===== src/sltc_pkg.sv =====
// Purpose: constants and types for the serial link transmit configuration
// Assumes: eight-bit register port on the serial control port side
// Notes: K field holds frames per multiframe minus one
package sltc_pkg;
   localparam logic [7:0] ADDR_SYNC = 8'h3A;
   localparam logic [7:0] ADDR_QUICK = 8'h5E;
   localparam logic [7:0] ADDR_LANE_ASG = 8'h5F;
   localparam logic [7:0] ADDR_CTL1 = 8'h60;
   localparam logic [7:0] ADDR_CTL2 = 8'h61;
   localparam logic [7:0] ADDR_CTL3 = 8'h62;
   localparam logic [7:0] ADDR_REPEAT = 8'h63;
   localparam logic [7:0] ADDR_DID = 8'h64;
   localparam logic [7:0] ADDR_BID = 8'h65;
   localparam logic [7:0] ADDR_LID0 = 8'h66;
   localparam logic [7:0] ADDR_LID1 = 8'h67;
   localparam logic [7:0] ADDR_SCR = 8'h6E;
   localparam logic [7:0] ADDR_F = 8'h6F;
   localparam logic [7:0] ADDR_K = 8'h70;
   localparam logic [7:0] ADDR_M = 8'h71;
   // reset values
   localparam logic [7:0] RST_SCR = 8'h80;
   localparam logic [7:0] RST_ZERO = 8'h00;
   localparam logic [4:0] RST_K = 5'h0F;
   // quick configure codes
   localparam logic [2:0] QC_NONE = 3'h0;
   localparam logic [2:0] QC_TWO_LINKS = 3'h1;
   localparam logic [2:0] QC_ONE_LINK_TWO_LANES = 3'h2;
   localparam logic [2:0] QC_ONE_LINK_ONE_LANE = 3'h3;
   localparam logic [3:0] LANE_ASG_DIRECT = 4'h0;
   localparam logic [3:0] LANE_ASG_TWO_LANE_A = 4'h2;
   localparam logic [3:0] LANE_ASG_MAX = 4'h5;
   localparam logic [7:0] QC_CTL1_TWO_LANES = 8'h14;
   localparam logic [7:0] QC_CTL2_GLOBAL = 8'h40;
   localparam logic [4:0] K_16 = 5'h0F;
   localparam logic [4:0] K_8 = 5'h07;
   localparam logic [7:0] F_TWO = 8'h02;
   localparam logic [7:0] F_FOUR = 8'h04;
   localparam logic [1:0] ILAS_RESERVED = 2'h2;
   localparam logic [1:0] INJ_SAMPLE = 2'h0;
   localparam logic [1:0] INJ_SYMBOL = 2'h1;
   // sync request modes
   localparam logic [1:0] SREQ_OWN = 2'h0;
   localparam logic [1:0] SREQ_ANY = 2'h1;
   localparam logic [1:0] SREQ_FORCE = 2'h2;
   // test generator modes
   localparam logic [2:0] TG_NORMAL = 3'h0;
   localparam logic [2:0] TG_CHECKER = 3'h1;
   localparam logic [2:0] TG_TOGGLE = 3'h2;
   localparam logic [2:0] TG_PN_LONG = 3'h3;
   localparam logic [2:0] TG_PN_SHORT = 3'h4;
   localparam logic [2:0] TG_USER_REPEAT = 3'h5;
   localparam logic [2:0] TG_USER_ONCE = 3'h6;
   localparam logic [2:0] TG_RAMP = 3'h7;
   localparam logic [15:0] TG_CHECK_WORD = 16'hAAAA;
   localparam logic [15:0] TG_ONES = 16'hFFFF;
   localparam logic [15:0] USER_PAT1 = 16'h1111;
   localparam logic [15:0] USER_PAT2 = 16'h2222;
   localparam logic [15:0] USER_PAT3 = 16'h3333;
   localparam logic [15:0] USER_PAT4 = 16'h4444;
   localparam logic [30:0] LFSR_SEED = 31'h7FFFFFFF;
   localparam logic [8:0] PN9_SEED = 9'h1FF;

   typedef struct packed {
      logic tail_en;
      logic test_sample_en;
      logic lane_sync_en;
      logic [1:0] ilas_mode;
      logic fac_disable;
      logic powered_down;
      logic cmos_sel;
      logic bypass;
      logic invert;
      logic mirror;
      logic chk_disable;
      logic [1:0] inject_sel;
      logic [2:0] test_mode;
      logic [7:0] ilas_repeat;
      logic [7:0] device_id;
      logic [3:0] bank_id;
      logic [4:0] lane0_id;
      logic [4:0] lane1_id;
      logic scrambler_enable;
      logic two_lanes;
      logic two_conv;
      logic [4:0] k_minus_one;
      logic [3:0] lane_assign;
   } sltc_link_cfg_type;
endpackage


===== src/sltc_top.sv =====
// Purpose: serial link transmit configuration, sync and test generation
// Assumes: register port already decoded from the serial control port
// Notes: sync and sync request pin inputs pass a three-stage synchroniser
`timescale 1ns/1ps
module sltc_top (
   input wire logic I_CLOCK,
   input wire logic I_RST_N,
   input wire logic [7:0] I_REG_ADDR,
   input wire logic [7:0] I_REG_WDATA,
   input wire logic I_REG_WE,
   input wire logic I_REG_RE,
   input wire logic I_SYNC_PIN,
   input wire logic I_LINK_A_SYNC_REQUEST,
   input wire logic I_LINK_B_SYNC_REQUEST,
   input wire logic [7:0] I_OCTET,
   input wire logic [9:0] I_ENC_SYMBOL,
   output logic [7:0] O_REG_RDATA,
   output logic O_DIV_SYNC,
   output logic O_CGS_A,
   output logic O_CGS_B,
   output logic O_LINK_RESET,
   output logic O_TAIL_BIT,
   output logic [9:0] O_LANE_A_SERIAL_OUT,
   output logic [15:0] O_TEST_WORD,
   output logic O_TEST_AT_SYMBOL,
   output sltc_pkg::sltc_link_cfg_type O_LINK_CFG
);
   logic [1:0] rst_sync;
   logic rst_n;
   logic [2:0] sync_ctrl;
   logic [3:0] lane_asg;
   logic [6:0] ctl1;
   logic [7:0] ctl2;
   logic [7:0] ctl3;
   logic [7:0] repeat_cnt;
   logic [7:0] link_device_id;
   logic [3:0] link_bank_id;
   logic [4:0] lid0;
   logic [4:0] lid1;
   logic scr_en;
   logic two_lanes;
   logic [4:0] kreg;
   logic two_conv;
   logic [2:0] sp_q;
   logic sp_lvl;
   logic [2:0] ra_q;
   logic [2:0] rb_q;
   logic ra_lvl;
   logic rb_lvl;
   logic [30:0] lfsr;
   logic [8:0] pn9;
   logic [15:0] ramp;
   logic [1:0] pat_idx;
   logic pat_done;
   logic tg_phase;
   logic wr;
   logic [2:0] qc;
   logic sync_edge;
   logic req_a;
   logic req_b;
   logic [9:0] sym;

   function automatic logic hit(input logic [7:0] a, input logic [7:0] r);
      return a == r;
   endfunction

   function automatic logic [7:0] f_calc(input logic m2, input logic l2);
      return (m2 && !l2) ? sltc_pkg::F_FOUR : sltc_pkg::F_TWO;
   endfunction

   // reset release through two flip-flops
   always_ff @(posedge I_CLOCK or negedge I_RST_N) begin
      if (!I_RST_N) begin
         rst_sync <= 2'h0;
      end else begin
         rst_sync <= {rst_sync[0], 1'b1};
      end
   end
   assign rst_n = rst_sync[1];

   assign wr = I_REG_WE;
   assign qc = I_REG_WDATA[2:0];

   // pin synchronisers; level moves only when stages two and three agree
   always_ff @(posedge I_CLOCK or negedge rst_n) begin
      if (!rst_n) begin
         sp_q <= 3'h0;
         ra_q <= 3'h7;
         rb_q <= 3'h7;
         sp_lvl <= 1'b0;
         ra_lvl <= 1'b1;
         rb_lvl <= 1'b1;
      end else begin
         sp_q <= {sp_q[1:0], I_SYNC_PIN};
         ra_q <= {ra_q[1:0], I_LINK_A_SYNC_REQUEST};
         rb_q <= {rb_q[1:0], I_LINK_B_SYNC_REQUEST};
         if (sp_q[1] == sp_q[2]) begin
            sp_lvl <= sp_q[2];
         end
         if (ra_q[1] == ra_q[2]) begin
            ra_lvl <= ra_q[2];
         end
         if (rb_q[1] == rb_q[2]) begin
            rb_lvl <= rb_q[2];
         end
      end
   end

   assign sync_edge = sp_q[1] && sp_q[2] && !sp_lvl;

   // sync control; hardware self-clear of the divider enable
   always_ff @(posedge I_CLOCK or negedge rst_n) begin
      if (!rst_n) begin
         sync_ctrl <= 3'h0;
         O_DIV_SYNC <= 1'b0;
      end else begin
         O_DIV_SYNC <= sync_edge && sync_ctrl[1] && sync_ctrl[0];
         if (wr && hit(I_REG_ADDR, sltc_pkg::ADDR_SYNC)) begin
            sync_ctrl <= I_REG_WDATA[2:0];
         end else if (sync_edge && (&sync_ctrl)) begin
            sync_ctrl[1] <= 1'b0;
         end
      end
   end

   // link configuration registers with quick configure presets
   always_ff @(posedge I_CLOCK or negedge rst_n) begin
      if (!rst_n) begin
         lane_asg <= sltc_pkg::LANE_ASG_DIRECT;
         ctl1 <= 7'h00;
         ctl2 <= sltc_pkg::RST_ZERO;
         ctl3 <= sltc_pkg::RST_ZERO;
         repeat_cnt <= sltc_pkg::RST_ZERO;
         link_device_id <= sltc_pkg::RST_ZERO;
         link_bank_id <= 4'h0;
         lid0 <= 5'h00;
         lid1 <= 5'h00;
         scr_en <= sltc_pkg::RST_SCR[7];
         two_lanes <= sltc_pkg::RST_SCR[0];
         kreg <= sltc_pkg::RST_K;
         two_conv <= 1'b0;
      end else if (wr) begin
         case (I_REG_ADDR)
            sltc_pkg::ADDR_QUICK: begin
               case (qc)
                  sltc_pkg::QC_TWO_LINKS: begin
                     lane_asg <= sltc_pkg::LANE_ASG_DIRECT;
                     two_conv <= 1'b0;
                     two_lanes <= 1'b0;
                     kreg <= sltc_pkg::K_16;
                  end
                  sltc_pkg::QC_ONE_LINK_TWO_LANES: begin
                     lane_asg <= sltc_pkg::LANE_ASG_TWO_LANE_A;
                     ctl1 <= sltc_pkg::QC_CTL1_TWO_LANES[6:0];
                     two_conv <= 1'b1;
                     two_lanes <= 1'b1;
                     kreg <= sltc_pkg::K_16;
                  end
                  sltc_pkg::QC_ONE_LINK_ONE_LANE: begin
                     lane_asg <= sltc_pkg::LANE_ASG_DIRECT;
                     ctl2 <= sltc_pkg::QC_CTL2_GLOBAL;
                     two_conv <= 1'b1;
                     two_lanes <= 1'b0;
                     kreg <= sltc_pkg::K_8;
                  end
                  default: begin
                     lane_asg <= lane_asg;
                  end
               endcase
            end
            sltc_pkg::ADDR_LANE_ASG: begin
               if (I_REG_WDATA[3:0] <= sltc_pkg::LANE_ASG_MAX) begin
                  lane_asg <= I_REG_WDATA[3:0];
               end
            end
            sltc_pkg::ADDR_CTL1: begin
               if (I_REG_WDATA[3:2] != sltc_pkg::ILAS_RESERVED) begin
                  ctl1 <= I_REG_WDATA[6:0];
               end
            end
            sltc_pkg::ADDR_CTL2: begin
               ctl2 <= {I_REG_WDATA[7:4], 1'b0, I_REG_WDATA[2:0]};
            end
            sltc_pkg::ADDR_CTL3: begin
               if (!I_REG_WDATA[5]) begin
                  ctl3 <= {I_REG_WDATA[7], 1'b0, I_REG_WDATA[5:4], 1'b0,
                           I_REG_WDATA[2:0]};
               end
            end
            sltc_pkg::ADDR_REPEAT: repeat_cnt <= I_REG_WDATA;
            sltc_pkg::ADDR_DID: link_device_id <= I_REG_WDATA;
            sltc_pkg::ADDR_BID: link_bank_id <= I_REG_WDATA[3:0];
            sltc_pkg::ADDR_LID0: lid0 <= I_REG_WDATA[4:0];
            sltc_pkg::ADDR_LID1: lid1 <= I_REG_WDATA[4:0];
            sltc_pkg::ADDR_K: kreg <= I_REG_WDATA[4:0];
            sltc_pkg::ADDR_M: two_conv <= I_REG_WDATA[0];
            sltc_pkg::ADDR_SCR: begin
               scr_en <= I_REG_WDATA[7];
               two_lanes <= I_REG_WDATA[0];
            end
            default: begin
               kreg <= kreg;
            end
         endcase
      end
   end

   // register read; quick configure and unmapped addresses read zero
   always_ff @(posedge I_CLOCK or negedge rst_n) begin
      if (!rst_n) begin
         O_REG_RDATA <= sltc_pkg::RST_ZERO;
      end else if (I_REG_RE) begin
         case (I_REG_ADDR)
            sltc_pkg::ADDR_SYNC: O_REG_RDATA <= {5'h00, sync_ctrl};
            sltc_pkg::ADDR_LANE_ASG: O_REG_RDATA <= {4'h0, lane_asg};
            sltc_pkg::ADDR_CTL1: O_REG_RDATA <= {1'b0, ctl1};
            sltc_pkg::ADDR_CTL2: O_REG_RDATA <= ctl2;
            sltc_pkg::ADDR_CTL3: O_REG_RDATA <= ctl3;
            sltc_pkg::ADDR_REPEAT: O_REG_RDATA <= repeat_cnt;
            sltc_pkg::ADDR_DID: O_REG_RDATA <= link_device_id;
            sltc_pkg::ADDR_BID: O_REG_RDATA <= {4'h0, link_bank_id};
            sltc_pkg::ADDR_LID0: O_REG_RDATA <= {3'h0, lid0};
            sltc_pkg::ADDR_LID1: O_REG_RDATA <= {3'h0, lid1};
            sltc_pkg::ADDR_SCR: O_REG_RDATA <= {scr_en, 6'h00, two_lanes};
            sltc_pkg::ADDR_F: O_REG_RDATA <= f_calc(two_conv, two_lanes);
            sltc_pkg::ADDR_K: O_REG_RDATA <= {3'h0, kreg};
            sltc_pkg::ADDR_M: O_REG_RDATA <= {7'h00, two_conv};
            default: O_REG_RDATA <= sltc_pkg::RST_ZERO;
         endcase
      end
   end

   // code group sync requests; pins are active low unless inverted
   assign req_a = ra_lvl ~^ ctl2[5];
   assign req_b = rb_lvl ~^ ctl2[5];

   always_ff @(posedge I_CLOCK or negedge rst_n) begin
      if (!rst_n) begin
         O_CGS_A <= 1'b0;
         O_CGS_B <= 1'b0;
      end else if (ctl1[0]) begin
         O_CGS_A <= 1'b0;
         O_CGS_B <= 1'b0;
      end else begin
         case (ctl2[7:6])
            sltc_pkg::SREQ_OWN: begin
               O_CGS_A <= req_a;
               O_CGS_B <= req_b;
            end
            sltc_pkg::SREQ_ANY: begin
               O_CGS_A <= req_a || req_b;
               O_CGS_B <= req_a || req_b;
            end
            sltc_pkg::SREQ_FORCE: begin
               O_CGS_A <= 1'b1;
               O_CGS_B <= 1'b1;
            end
            default: begin
               O_CGS_A <= 1'b0;
               O_CGS_B <= 1'b0;
            end
         endcase
      end
   end

   // symbol path: bypass, then invert, then mirror
   always_comb begin
      sym = ctl2[2] ? {2'b00, I_OCTET} : I_ENC_SYMBOL;
      if (ctl2[1]) begin
         sym = ~sym;
      end
      if (ctl2[0]) begin
         sym = {<<{sym}};
      end
   end

   always_ff @(posedge I_CLOCK or negedge rst_n) begin
      if (!rst_n) begin
         O_LANE_A_SERIAL_OUT <= 10'h000;
         O_LINK_RESET <= 1'b0;
         O_TAIL_BIT <= 1'b0;
      end else begin
         O_LINK_RESET <= ctl1[0];
         O_LANE_A_SERIAL_OUT <= ctl1[0] ? 10'h000 : sym;
         O_TAIL_BIT <= ctl1[6] && !ctl1[0] && lfsr[30];
      end
   end

   // pseudo-random sources; held while the link is powered down
   always_ff @(posedge I_CLOCK or negedge rst_n) begin
      if (!rst_n) begin
         lfsr <= sltc_pkg::LFSR_SEED;
         pn9 <= sltc_pkg::PN9_SEED;
      end else if (!ctl1[0]) begin
         lfsr <= {lfsr[29:0], lfsr[30] ^ lfsr[27]};
         pn9 <= {pn9[7:0], pn9[8] ^ pn9[4]};
      end
   end

   // test generator
   always_ff @(posedge I_CLOCK or negedge rst_n) begin
      if (!rst_n) begin
         O_TEST_WORD <= 16'h0000;
         O_TEST_AT_SYMBOL <= 1'b0;
         tg_phase <= 1'b0;
         ramp <= 16'h0000;
         pat_idx <= 2'h0;
         pat_done <= 1'b0;
      end else begin
         O_TEST_AT_SYMBOL <= ctl3[5:4] == sltc_pkg::INJ_SYMBOL;
         tg_phase <= !tg_phase;
         ramp <= ramp + 16'h0001;
         if (ctl3[2:0] == sltc_pkg::TG_USER_REPEAT ||
             ctl3[2:0] == sltc_pkg::TG_USER_ONCE) begin
            pat_idx <= pat_idx + 2'h1;
            if (&pat_idx) begin
               pat_done <= 1'b1;
            end
         end else begin
            pat_idx <= 2'h0;
            pat_done <= 1'b0;
         end
         case (ctl3[2:0])
            sltc_pkg::TG_NORMAL: O_TEST_WORD <= 16'h0000;
            sltc_pkg::TG_CHECKER: O_TEST_WORD <= tg_phase ?
               ~sltc_pkg::TG_CHECK_WORD : sltc_pkg::TG_CHECK_WORD;
            sltc_pkg::TG_TOGGLE: O_TEST_WORD <= tg_phase ?
               16'h0000 : sltc_pkg::TG_ONES;
            sltc_pkg::TG_PN_LONG: O_TEST_WORD <= lfsr[15:0];
            sltc_pkg::TG_PN_SHORT: O_TEST_WORD <= {pn9[6:0], pn9};
            sltc_pkg::TG_RAMP: O_TEST_WORD <= ramp;
            default: begin
               if (pat_done && ctl3[2:0] == sltc_pkg::TG_USER_ONCE) begin
                  O_TEST_WORD <= 16'h0000;
               end else begin
                  case (pat_idx)
                     2'h0: O_TEST_WORD <= sltc_pkg::USER_PAT1;
                     2'h1: O_TEST_WORD <= sltc_pkg::USER_PAT2;
                     2'h2: O_TEST_WORD <= sltc_pkg::USER_PAT3;
                     default: O_TEST_WORD <= sltc_pkg::USER_PAT4;
                  endcase
               end
            end
         endcase
      end
   end

   // configuration image for the transmit datapath
   always_ff @(posedge I_CLOCK or negedge rst_n) begin
      if (!rst_n) begin
         O_LINK_CFG <= '0;
      end else begin
         O_LINK_CFG <= '{tail_en: ctl1[6], test_sample_en: ctl1[5],
            lane_sync_en: ctl1[4], ilas_mode: ctl1[3:2],
            fac_disable: ctl1[1], powered_down: ctl1[0],
            cmos_sel: ctl2[4], bypass: ctl2[2], invert: ctl2[1],
            mirror: ctl2[0], chk_disable: ctl3[7],
            inject_sel: ctl3[5:4], test_mode: ctl3[2:0],
            ilas_repeat: repeat_cnt, device_id: link_device_id, bank_id: link_bank_id,
            lane0_id: lid0, lane1_id: lid1, scrambler_enable: scr_en,
            two_lanes: two_lanes, two_conv: two_conv,
            k_minus_one: kreg, lane_assign: lane_asg};
      end
   end

   property p_div_gate;
      @(posedge I_CLOCK) disable iff (!rst_n)
      O_DIV_SYNC |-> $past(sync_ctrl[0]) && $past(sync_ctrl[1]);
   endproperty
   a_div_gate: assert property (p_div_gate)
      else $error("divider sync without both enables");

   property p_next_only;
      @(posedge I_CLOCK) disable iff (!rst_n)
      (sync_edge && (&sync_ctrl) && !wr) |=> !sync_ctrl[1];
   endproperty
   a_next_only: assert property (p_next_only)
      else $error("divider enable did not clear");

   property p_quick_reads_zero;
      @(posedge I_CLOCK) disable iff (!rst_n)
      (I_REG_RE && I_REG_ADDR == sltc_pkg::ADDR_QUICK) |=> O_REG_RDATA == 0;
   endproperty
   a_quick_reads_zero: assert property (p_quick_reads_zero)
      else $error("quick configure read not zero");

   property p_preset_two;
      @(posedge I_CLOCK) disable iff (!rst_n)
      (wr && I_REG_ADDR == sltc_pkg::ADDR_QUICK &&
       qc == sltc_pkg::QC_ONE_LINK_TWO_LANES) |=> ##1
      O_LINK_CFG.lane_assign == sltc_pkg::LANE_ASG_TWO_LANE_A &&
      O_LINK_CFG.two_lanes && O_LINK_CFG.lane_sync_en;
   endproperty
   a_preset_two: assert property (p_preset_two)
      else $error("two lane preset not applied");

   property p_lane_reserved;
      @(posedge I_CLOCK) disable iff (!rst_n)
      lane_asg <= sltc_pkg::LANE_ASG_MAX;
   endproperty
   a_lane_reserved: assert property (p_lane_reserved)
      else $error("reserved lane assignment stored");

   property p_power_down;
      @(posedge I_CLOCK) disable iff (!rst_n)
      ctl1[0] |=> O_LINK_RESET && !O_CGS_A && !O_CGS_B && !O_TAIL_BIT;
   endproperty
   a_power_down: assert property (p_power_down)
      else $error("link active while powered down");

   property p_force_sync;
      @(posedge I_CLOCK) disable iff (!rst_n)
      (ctl2[7:6] == sltc_pkg::SREQ_FORCE && !ctl1[0]) |=> O_CGS_A && O_CGS_B;
   endproperty
   a_force_sync: assert property (p_force_sync)
      else $error("forced code group sync missing");

   property p_bypass;
      @(posedge I_CLOCK) disable iff (!rst_n)
      (ctl2[2:0] == 3'h4 && !ctl1[0]) |=> O_LANE_A_SERIAL_OUT[9:8] == 2'h0;
   endproperty
   a_bypass: assert property (p_bypass)
      else $error("bypass top bits not zero");

   property p_f_value;
      @(posedge I_CLOCK) disable iff (!rst_n)
      (I_REG_RE && I_REG_ADDR == sltc_pkg::ADDR_F) |=>
      O_REG_RDATA == ($past(two_conv) && !$past(two_lanes) ? 8'h04 : 8'h02);
   endproperty
   a_f_value: assert property (p_f_value)
      else $error("octets per frame wrong");
endmodule


===== config.mk =====
export PLATFORM = sky130hd
export DESIGN_NAME = sltc_top
export DESIGN_NICKNAME = d
export VERILOG_FILES = /design/src/sltc_pkg.sv /design/src/sltc_top.sv
export SDC_FILE = /design/constraint.sdc
export NUM_CORES = 1
export LEC_CHECK = 0
export ABC_AREA = 1
export BUFFER_PORTS_ARGS = -buffer_cell sky130_fd_sc_hd__buf_2
export CORE_ASPECT_RATIO = 1.2
export CORE_MARGIN = 8
export CORE_UTILIZATION = 64
export CTS_BUF_LIST = sky130_fd_sc_hd__clkbuf_8
export DETAILED_ROUTE_END_ITERATION = 12
export PLACE_DENSITY = 0.95
export SLEW_MARGIN = 20
export SYNTH_ARGS = -nofsm -noshare
export SYNTH_HDL_FRONTEND = slang
export SYNTH_SLANG_ARGS = --single-unit

===== constraint.sdc =====
create_clock -name I_CLOCK -period 22.1 [get_ports I_CLOCK]
set_clock_uncertainty 0.05 [all_clocks]
set_input_delay 2.21 -clock I_CLOCK [delete_from_list [all_inputs] [get_ports I_CLOCK]]
set_output_delay 2.21 -clock I_CLOCK [all_outputs]
set_load 0.005 [all_outputs]

After elaboration in Yosys (flattened, before gate mapping)
Index checks and enable logic that the tools add are counted.

Register bits after elaboration: 235. Output and inout bits: 99. Logic and storage cells: 186.

Add/sub/neg operators: 2. Magnitude comparators: 1. Equality and inequality tests: 41. Mux-type cells: 34. Bitwise gates (word level): 6. Reductions and logical operators: 44.

Operators with widths (number): $eq A8 B7 Y1 const B (14); $pmux W8 S14 (1); $pmux W16 S6 (1); $pmux W15 S3 (1); $mux W10 (4); $mux W16 (2); $pmux W5 S2 (2); $reduce_and A3 Y1 (6); $add A16 B1 Y16 const B (1); $pmux W4 S2 (2); $pmux W8 S2 (1); $mux W15 (1); $mux W7 (2); $pmux W7 S2 (1); $reduce_and A2 Y1 (7); $reduce_bool A2 Y1 (7); $eq A3 B2 Y1 const B (4); $eq A3 B3 Y1 const B (4); $logic_and A1 B1 Y1 (10); $ne A2 B2 Y1 const B (5); $not A10 Y10 (1); $ne A3 B3 Y1 const B (3); $eq A8 B6 Y1 const B (1); $mux W8 (1); other kinds (22) (46).

Longest topological paths before layout
Gate-level depths: netlist of run 1.

Depth in word-level cells: 5. Gate-level depth with buffers: 12. Depth with buffers taken out: 11.

Worst setup path before layout of run 1
No wires, ideal clock.

Path type: input to register. Start: input I_REG_ADDR[7]. End: register lid1[2]. Library setup time: 0.119 ns. Arrival time: 3.132 ns. Required time: 21.931 ns. Setup slack: 18.800 ns. Stages on the path: 8. Path buffers: 1. Cells stage by stage: inv_2 nand2_2 nor2_4 buf_2 nand2_1 nor2_4 nand2_1 o21a_1.

Word-level cells in the longest chain between the ends: 2.

Ends and longest elaborated chain: start: declaration (RTL line sltc_top.sv:8) `input wire logic [7:0] I_REG_ADDR,`; $eq A8 B7 Y1 (RTL line sltc_top.sv:143) `case (I_REG_ADDR)`; $reduce_and A2 Y1 (no line); end signal: assignment (RTL line sltc_top.sv:194) `sltc_pkg::ADDR_LID1: lid1 <= I_REG_WDATA[4:0];`; end: declaration (RTL line sltc_top.sv:39) `logic [4:0] lid1;`.

Every way passes these cells. A chain may end at the register's enable or synchronous reset.

Worst setup path after layout of run 1
Start: input I_REG_ADDR[7]. End: register ctl1[2].

Word-level cells in the longest chain between the ends: 3.

Ends and longest elaborated chain: $eq A8 B7 Y1 (RTL line sltc_top.sv:143); $ne A2 B2 Y1 (no line) / $reduce_bool A2 Y1 (equally long branches); $reduce_and A4 Y1 (no line); end signal: assignment (RTL line sltc_top.sv:154) `ctl1 <= sltc_pkg::QC_CTL1_TWO_LANES[6:0];`; end signal: assignment (RTL line sltc_top.sv:178) `ctl1 <= I_REG_WDATA[6:0];`; end: declaration (RTL line sltc_top.sv:32) `logic [6:0] ctl1;`.

Parallel ways exist; a longest one is shown, timed or not.

==> out/summary.log, run 1 <==
qor: run_status.status finished, final reports clean
qor: logic_synthesis.sequential_to_total_area_share_from_yosys_stat 0.624
qor: job.max_cap_violations 0
qor: sta.hold_slack 0.141 ns
qor: placed_design.hpwl_after_dpl 17000 microns
qor: critical_path.worstPathArrival 3.91 ns
qor: clock_tree.clk_transition_reported_paths 0.07 ns
qor: logic_synthesis.syn-num-nets 1014
qor: clock_tree.cts.sink_count 234
qor: logic_synthesis.postSynthAreaPerCell 9.80 sq um
qor: layout.utilization 0.767
qor: route.first_pass_iters 7
qor: hold_path.class_of_the_most_critical_hold_timing_path flop to async pin
qor: layout.fin_nets 1167
qor: clock_tree.tritoncts done
qor: clock_tree.cts_max_path_buffers 3
qor: logic_synthesis.synth.distinct_cells 41
qor: placed_design.placed_cell_area 10300 sq um
qor: logic_synthesis.synth.largest_area_cell sky130_fd_sc_hd__dfrtp_1
qor: sta.rsz_0062_raised_after_global_routing false
qor: route.dr.first_iter.drc_count 935
qor: sta.timing.max_slew.rel_slack 0.380
qor: grt.grt_first_pass_wirelength 39600 microns
qor: critical_path.crit_type input pin to flop
qor: floorplan.num_rows 48
qor: critical_path.cp-start-kind input pin
qor: logic_synthesis.synthCells 968
qor: logic_synthesis.synthTopCellsByArea sky130_fd_sc_hd__dfrtp_1, sky130_fd_sc_hd__dfstp_2, sky130_fd_sc_hd__nand2_1, sky130_fd_sc_hd__o21ai_0, sky130_fd_sc_hd__nand3_1
qor: sta.min_period_over_period 0.159
qor: route.postRouteWirelength 25000 microns
qor: power.power.static_leakage 0.00568 uW
qor: placed_design.placer_congestion_estimate 0.997
qor: floorplan.die_height 149 microns
qor: logic_synthesis.share_of_yosys_cell_area_claimed_by_the_top_area_cell_type 0.478
qor: logic_synthesis.synth_most_common_cell sky130_fd_sc_hd__nand2_1
qor: logic_synthesis.postSynthRegisterBits 234
qor: route.route.detailed.wl_per_inst 18.8 microns
qor: critical_path.path_max_fanout 31
qor: grt.grt_overflow 0
qor: grt.total_routing_usage_reported_by_global_routing 0.264
qor: critical_path.cp_endpoint_kind flop
qor: sta.fin_tns_setup 0 ns
qor: sta.finalWorstPathRequiredPeriod 3.51 ns
qor: route.antenna_left 0
qor: power.power_per_cell_area 87.3 nW/um^2
qor: layout.area_growth_from_synthesis_to_layout 16.6%
qor: layout.post_route_cells_drive_above_1_share 0.248
qor: logic_synthesis.post_synth_top_flop sky130_fd_sc_hd__dfrtp_1
qor: logic_synthesis.synthesis.area 9490 sq um
qor: route.num_vias 7775
qor: floorplan.io_pins 140
qor: layout.final_cell_area 11100 sq um
qor: clock_tree.clk_root_buffer_cell sky130_fd_sc_hd__clkbuf_8
qor: route.via_per_inst 5.87
qor: power.max-vdd-ir-drop 0.0693 mV
qor: logic_synthesis.ys_async_sr_fraction 1.00
qor: clock_tree.htree_levels 2
qor: clock_tree.post_cts_resized 0
qor: sta.count_of_pins_over_their_slew_limit 0
qor: logic_synthesis.yosysWarnings 0
qor: route.remaining_routing_drc_violations 0
qor: placed_design.portBuffers 138
qor: critical_path.crit_required 22.50 ns
qor: clock_tree.post_cts_setup_buffers 0
qor: floorplan.floorplan_core_area 14400 sq um
qor: clock_tree.insertion_delay 0.53 ns
qor: sta.clock.fmax 0.285 GHz
qor: grt.grt_max_degree 76
qor: clock_tree.number_of_cts_inserted_buffers 37
qor: floorplan.floorplan.die_area 19000 sq um
qor: sta.hold_violations 0
qor: clock_tree.cts-hold-fix-buffers 0
qor: grt.grt_antenna_before_repair 0
qor: grt.via_count_of_the_first_global_routing_pass 7917
qor: floorplan.floorplan.die.width 127 microns
qor: sta.worst_pin_slew 0.931 ns
qor: logic_synthesis.netlist_top_cells_count sky130_fd_sc_hd__nand2_1, sky130_fd_sc_hd__dfrtp_1, sky130_fd_sc_hd__o21ai_0
qor: sta.setup_viol 0
qor: floorplan.effective_utilization_at_floorplan 0.658
qor: logic_synthesis.synth_edf_count 0
qor: layout.antennaDiodeCount 0
cell usage in the layout (no fill, tap or decap), types with 2 or more instances in the layout:
master and n:
sky130_fd_sc_hd__a211oi_1 2, sky130_fd_sc_hd__a21oi_1 18, sky130_fd_sc_hd__a22oi_1 6, sky130_fd_sc_hd__buf_2 138, sky130_fd_sc_hd__buf_4 5, sky130_fd_sc_hd__bufinv_16 2
sky130_fd_sc_hd__clkbuf_8 44, sky130_fd_sc_hd__clkinv_1 3, sky130_fd_sc_hd__clkinv_2 7, sky130_fd_sc_hd__clkinvlp_4 3, sky130_fd_sc_hd__conb_1 2, sky130_fd_sc_hd__dfrtp_1 180
sky130_fd_sc_hd__dfstp_2 53, sky130_fd_sc_hd__ha_1 5, sky130_fd_sc_hd__inv_1 82, sky130_fd_sc_hd__inv_2 5, sky130_fd_sc_hd__maj3_1 2, sky130_fd_sc_hd__nand2_1 263
sky130_fd_sc_hd__nand2_2 6, sky130_fd_sc_hd__nand2_4 2, sky130_fd_sc_hd__nand3_1 71, sky130_fd_sc_hd__nand3_2 3, sky130_fd_sc_hd__nand4_1 5, sky130_fd_sc_hd__nor2_1 63
sky130_fd_sc_hd__nor2_2 2, sky130_fd_sc_hd__nor2_4 8, sky130_fd_sc_hd__nor3_1 5, sky130_fd_sc_hd__o2111ai_1 10, sky130_fd_sc_hd__o211ai_1 2, sky130_fd_sc_hd__o21a_1 5
sky130_fd_sc_hd__o21ai_0 98, sky130_fd_sc_hd__o21ai_1 10, sky130_fd_sc_hd__o21ai_2 2, sky130_fd_sc_hd__xnor2_1 4, sky130_fd_sc_hd__xor2_1 24
kinds of logic after synthesis:
logic type      count (synthesis)  synth area share
xor+xnor                       28            0.0259
fa+ha+maj                       7           0.00871
mux                             1           0.00119
simple gates                  432             0.198
flops                         234             0.624
compound gates                156            0.0919
other cells                     2          0.000792
buf+inv                       108            0.0489
metal layers:
layer  global-route usage  share of wire
met1                0.302           0.36
met2                0.446           0.50
met3               0.0619          0.083
met4                0.158          0.056
met5                    0              0
critical path, stage by stage:
cell	delay, ns
sky130_fd_sc_hd__buf_2	0.10
sky130_fd_sc_hd__inv_2	0.06
sky130_fd_sc_hd__nand2_2	0.09
sky130_fd_sc_hd__nor2_4	0.41
sky130_fd_sc_hd__buf_16	0.25
sky130_fd_sc_hd__nand2_4	0.11
sky130_fd_sc_hd__o21ai_2	0.13
sky130_fd_sc_hd__inv_2	0.05
sky130_fd_sc_hd__nor2_4	0.24
sky130_fd_sc_hd__o21ai_0	0.15
sky130_fd_sc_hd__o21ai_1	0.09
state kept, by name, indices dropped and copies added, names as in the netlist, 7 cells and up:
name and cells:
O_REG_RDATA 8, O_LANE_A_SERIAL_OUT 10, repeat_cnt 8, link_device_id 8
pn9 9, ramp 16, lfsr 31, ctl2 7
O_TEST_WORD 16, O_LINK_CFG 58, ctl1 7
worst paths after layout:
kind / startpoint / endpoint / slack (ns) / cells past startpoint
max: I_REG_ADDR[7] / ctl1[2]$_DFFE_PN0P_ / 18.59 / 11
min: rst_sync[1]$_DFF_PN0_ / O_LINK_CFG[58]$_DFF_PN0_ / 0.14 / 0
max reg2reg: rst_sync[1]$_DFF_PN0_ / O_LINK_CFG[49]$_DFF_PN0_ / 19.80 / 2
min reg2reg: rst_sync[1]$_DFF_PN0_ / O_LINK_CFG[58]$_DFF_PN0_ / 0.14 / 0
max in group asynchronous: rst_sync[1]$_DFF_PN0_ / O_LINK_CFG[49]$_DFF_PN0_ / 19.80 / 2
min in group I_CLOCK: rb_q[0]$_DFF_PN1_ / rb_q[1]$_DFF_PN1_ / 0.30 / 0
area by class of cell:
type	instances	area [sq um]
sequential	234	5930
fill	898	3350
multi-input combinational	626	3100
timing repair buffer	144	756
clock buffer	44	606
inverter	78	293
tap	175	219
clock inverter	24	163
through the flow:
step	power, uW	cells	worst slack (ns)
2_1_floorplan	555	968	15.14
3_3_place_gp	587	1256	17.85
3_5_place_dp	593	1256	17.78
4_1_cts	969	1324	18.32
5_1_grt	1000	1325	18.42
6_report	966	1325	18.59
report_power, final:
part	switching (uW)	internal (uW)	leakage [uW]
Clock	170	206	0.000436
Combinational	55.6	27.8	0.00232
Sequential	26.9	480	0.00293
Power figures use the tool's default switching activity.
==> run 2: changes to the inputs <==
- CORE_UTILIZATION: 64 -> 53
- PLACE_DENSITY: 0.95 -> 0.9
- clock period: 22.1 -> 2.92 ns (I/O delays scaled with it)
==> run 2 against run 1 <==
Net effect: wire length shrank 4.2%; utilization shrank 13 points; die area up 18%; final area increased by 1.5%; clock power increased to 7.3 times the previous value; critical endpoint is now O_TEST_WORD[3]$_DFF_PN0_; highest routed layer unchanged.
==> out/summary.log, run 2 (synthesized netlist as in run 1, its figures left out) <==
qor: sta.timing.max_slew.rel_slack 0.459
qor: floorplan.num_rows 53
qor: clock_tree.tritoncts done
qor: sta.hold_violations 0
qor: layout.fill_cells 1386
qor: route.remaining_routing_drc_violations 0
qor: clock_tree.cts-hold-fix-buffers 9
qor: layout.most_common_library_cell_in_the_layout_ignoring_fill_and_taps sky130_fd_sc_hd__nand2_1
qor: clock_tree.clk_transition_reported_paths 0.07 ns
qor: placed_design.portBuffers 138
qor: hold_path.whs_path_depth 3
qor: route.antenna_left 0
qor: power.p_total 7190 uW
qor: job.max_cap_violations 0
qor: sta.setup_viol 0
qor: clock_tree.number_of_cts_inserted_buffers 36
qor: grt.total_routing_usage_reported_by_global_routing 0.215
qor: power.power.static_leakage 0.00574 uW
qor: grt.via_count_of_the_first_global_routing_pass 7874
qor: run_status.status finished, final reports clean
qor: route.route.detailed.wl_per_inst 17.3 microns
qor: power.power_per_cell_area 640 nW/um^2
qor: hold_path.class_of_the_most_critical_hold_timing_path input pin to flop
qor: layout.post_route_cells_drive_above_1_share 0.249
qor: sta.min_period_over_period 0.650
qor: grt.grt_max_degree 61
qor: layout.antennaDiodeCount 0
qor: floorplan.floorplan.die.width 138 microns
qor: clock_tree.cts_max_path_buffers 3
qor: layout.reg.largest.list O_LINK_CFG: 58 flops, lfsr: 31 flops
qor: floorplan.floorplan.die_area 22500 sq um
qor: route.top_layer_used met4
qor: route.first_pass_iters 5
qor: critical_path.worstRegToRegCells 4
qor: sta.fin_tns_setup 0 ns
qor: critical_path.crit_type flop to flop
qor: layout.final_cell_area 11200 sq um
qor: placed_design.numPlacedInstances 1307
qor: grt.grt_first_pass_wirelength 39600 microns
qor: clock_tree.post_cts_resized 0
qor: layout.layout_common_cells sky130_fd_sc_hd__nand2_1, sky130_fd_sc_hd__dfrtp_1, sky130_fd_sc_hd__buf_2
qor: critical_path.cp-start-kind flop
qor: grt.grt_overflow 0
qor: sta.worst_pin_slew 0.809 ns
qor: layout.max_ffs_per_register 58
qor: critical_path.r2r_slack 1.02 ns
qor: critical_path.path_max_fanout 15
qor: placed_design.placed_cell_area 10400 sq um
qor: floorplan.die_height 163 microns
qor: route.routed-wl-met2 12000 microns
qor: layout.fin_nets 1180
qor: sta.count_of_pins_over_their_slew_limit 0
qor: floorplan.floorplan_core_area 17500 sq um
qor: critical_path.cp_endpoint_kind flop
qor: layout.most_flop_heavy_register O_LINK_CFG
qor: placed_design.placer_congestion_estimate 0.951
qor: floorplan.io_pins 140
qor: clock_tree.htree_levels 2
qor: route.postRouteWirelength 23900 microns
qor: power.max-vdd-ir-drop 0.387 mV
qor: sta.rsz_0062_raised_after_global_routing false
qor: sta.clock.fmax 0.527 GHz
qor: floorplan.effective_utilization_at_floorplan 0.542
qor: grt.grt_antenna_before_repair 0
qor: critical_path.crit_required 3.26 ns
qor: route.route.layer.met1.wl 9090 microns
qor: layout.finish.cell_count_without_fillers 1382
qor: clock_tree.post_cts_setup_buffers 0
qor: route.num_vias 7566
qor: route.met3_length 1900 microns
qor: placed_design.hpwl_after_dpl 17000 microns
qor: clock_tree.insertion_delay 0.53 ns
qor: clock_tree.clk_root_buffer_cell sky130_fd_sc_hd__clkbuf_8
qor: clock_tree.cts.sink_count 234
qor: layout.area_growth_from_synthesis_to_layout 18.4%
qor: route.dr.first_iter.drc_count 715
qor: route.via_per_inst 5.47
qor: critical_path.worstPathArrival 2.23 ns
qor: sta.finalWorstPathRequiredPeriod 1.90 ns
[run 2: cell count changes in the layout (fill, tap and decap cells not counted), moves of 2 or more]
cell,delta
sky130_fd_sc_hd__clkinvlp_4,-2
sky130_fd_sc_hd__buf_4,+4
sky130_fd_sc_hd__dlygate4sd3_1,+9
sky130_fd_sc_hd__buf_12,+2
[run 2: worst paths after layout]
kind / startpoint / end
hold reg to reg: rst_sync[0]$_DFF_PN0_ / rst_sync[1]$_DFF_PN0_
max in group asynchronous: rst_sync[1]$_DFF_PN0_ / lfsr[11]$_DFFE_PN1N_
hold / removal: I_REG_WDATA[2] / lane_asg[2]$_DFFE_PN0P_
setup / recovery: ctl3[2]$_DFFE_PN0P_ / O_TEST_WORD[3]$_DFF_PN0_
min in group asynchronous: I_RST_N / rst_sync[1]$_DFF_PN0_
setup reg to reg: ctl3[2]$_DFFE_PN0P_ / O_TEST_WORD[3]$_DFF_PN0_
[run 2: critical path, cell delays in order, from the launching register on]
cell	delay (ns)
sky130_fd_sc_hd__dfrtp_1	0.53
sky130_fd_sc_hd__inv_1	0.15
sky130_fd_sc_hd__nor2_1	0.65
sky130_fd_sc_hd__inv_1	0.14
sky130_fd_sc_hd__o2111ai_1	0.27
[run 2: final cells by class]
| cell class | count | area (sq um) | share of cell area |
|---|---|---|---|
| clock buffer | 45 | 619 | 0.0552 |
| clock inverter | 21 | 126 | 0.0113 |
| inverter | 78 | 293 | 0.0261 |
| multi-input combinational | 626 | 3100 | 0.276 |
| sequential | 234 | 5930 | 0.528 |
| tap | 220 | 275 | 0.0245 |
| timing repair buffer | 158 | 888 | 0.0791 |
[run 2: per-layer routing]
layer  vias to the layer above  track usage
met1                      3623        0.252
met3                        73       0.0511
li1                       3468            -
met4                         0        0.101
met5                         -            0
met2                       402        0.367
[run 2: stage by stage]
step | hold slack [ns] | worst slack [ns] | utilization
global placement | 0.0292 | 1.05 | 0.594
finish | 0.0344 | 1.02 | 0.641
detailed placement | 0.0312 | 0.947 | 0.594
CTS | 0.00305 | 1.02 | 0.641
floorplan | -0.0536 | 0.537 | -
global route | 0.0134 | 0.928 | 0.641
[run 2: power by group]
group          total (uW)  internal [uW]  leakage (uW)  switching (uW)
combinational         621            224       0.00238             396
sequential           3840           3630       0.00293             207
clock                2730           1490      0.000429            1240
total                7190           5350       0.00574            1840
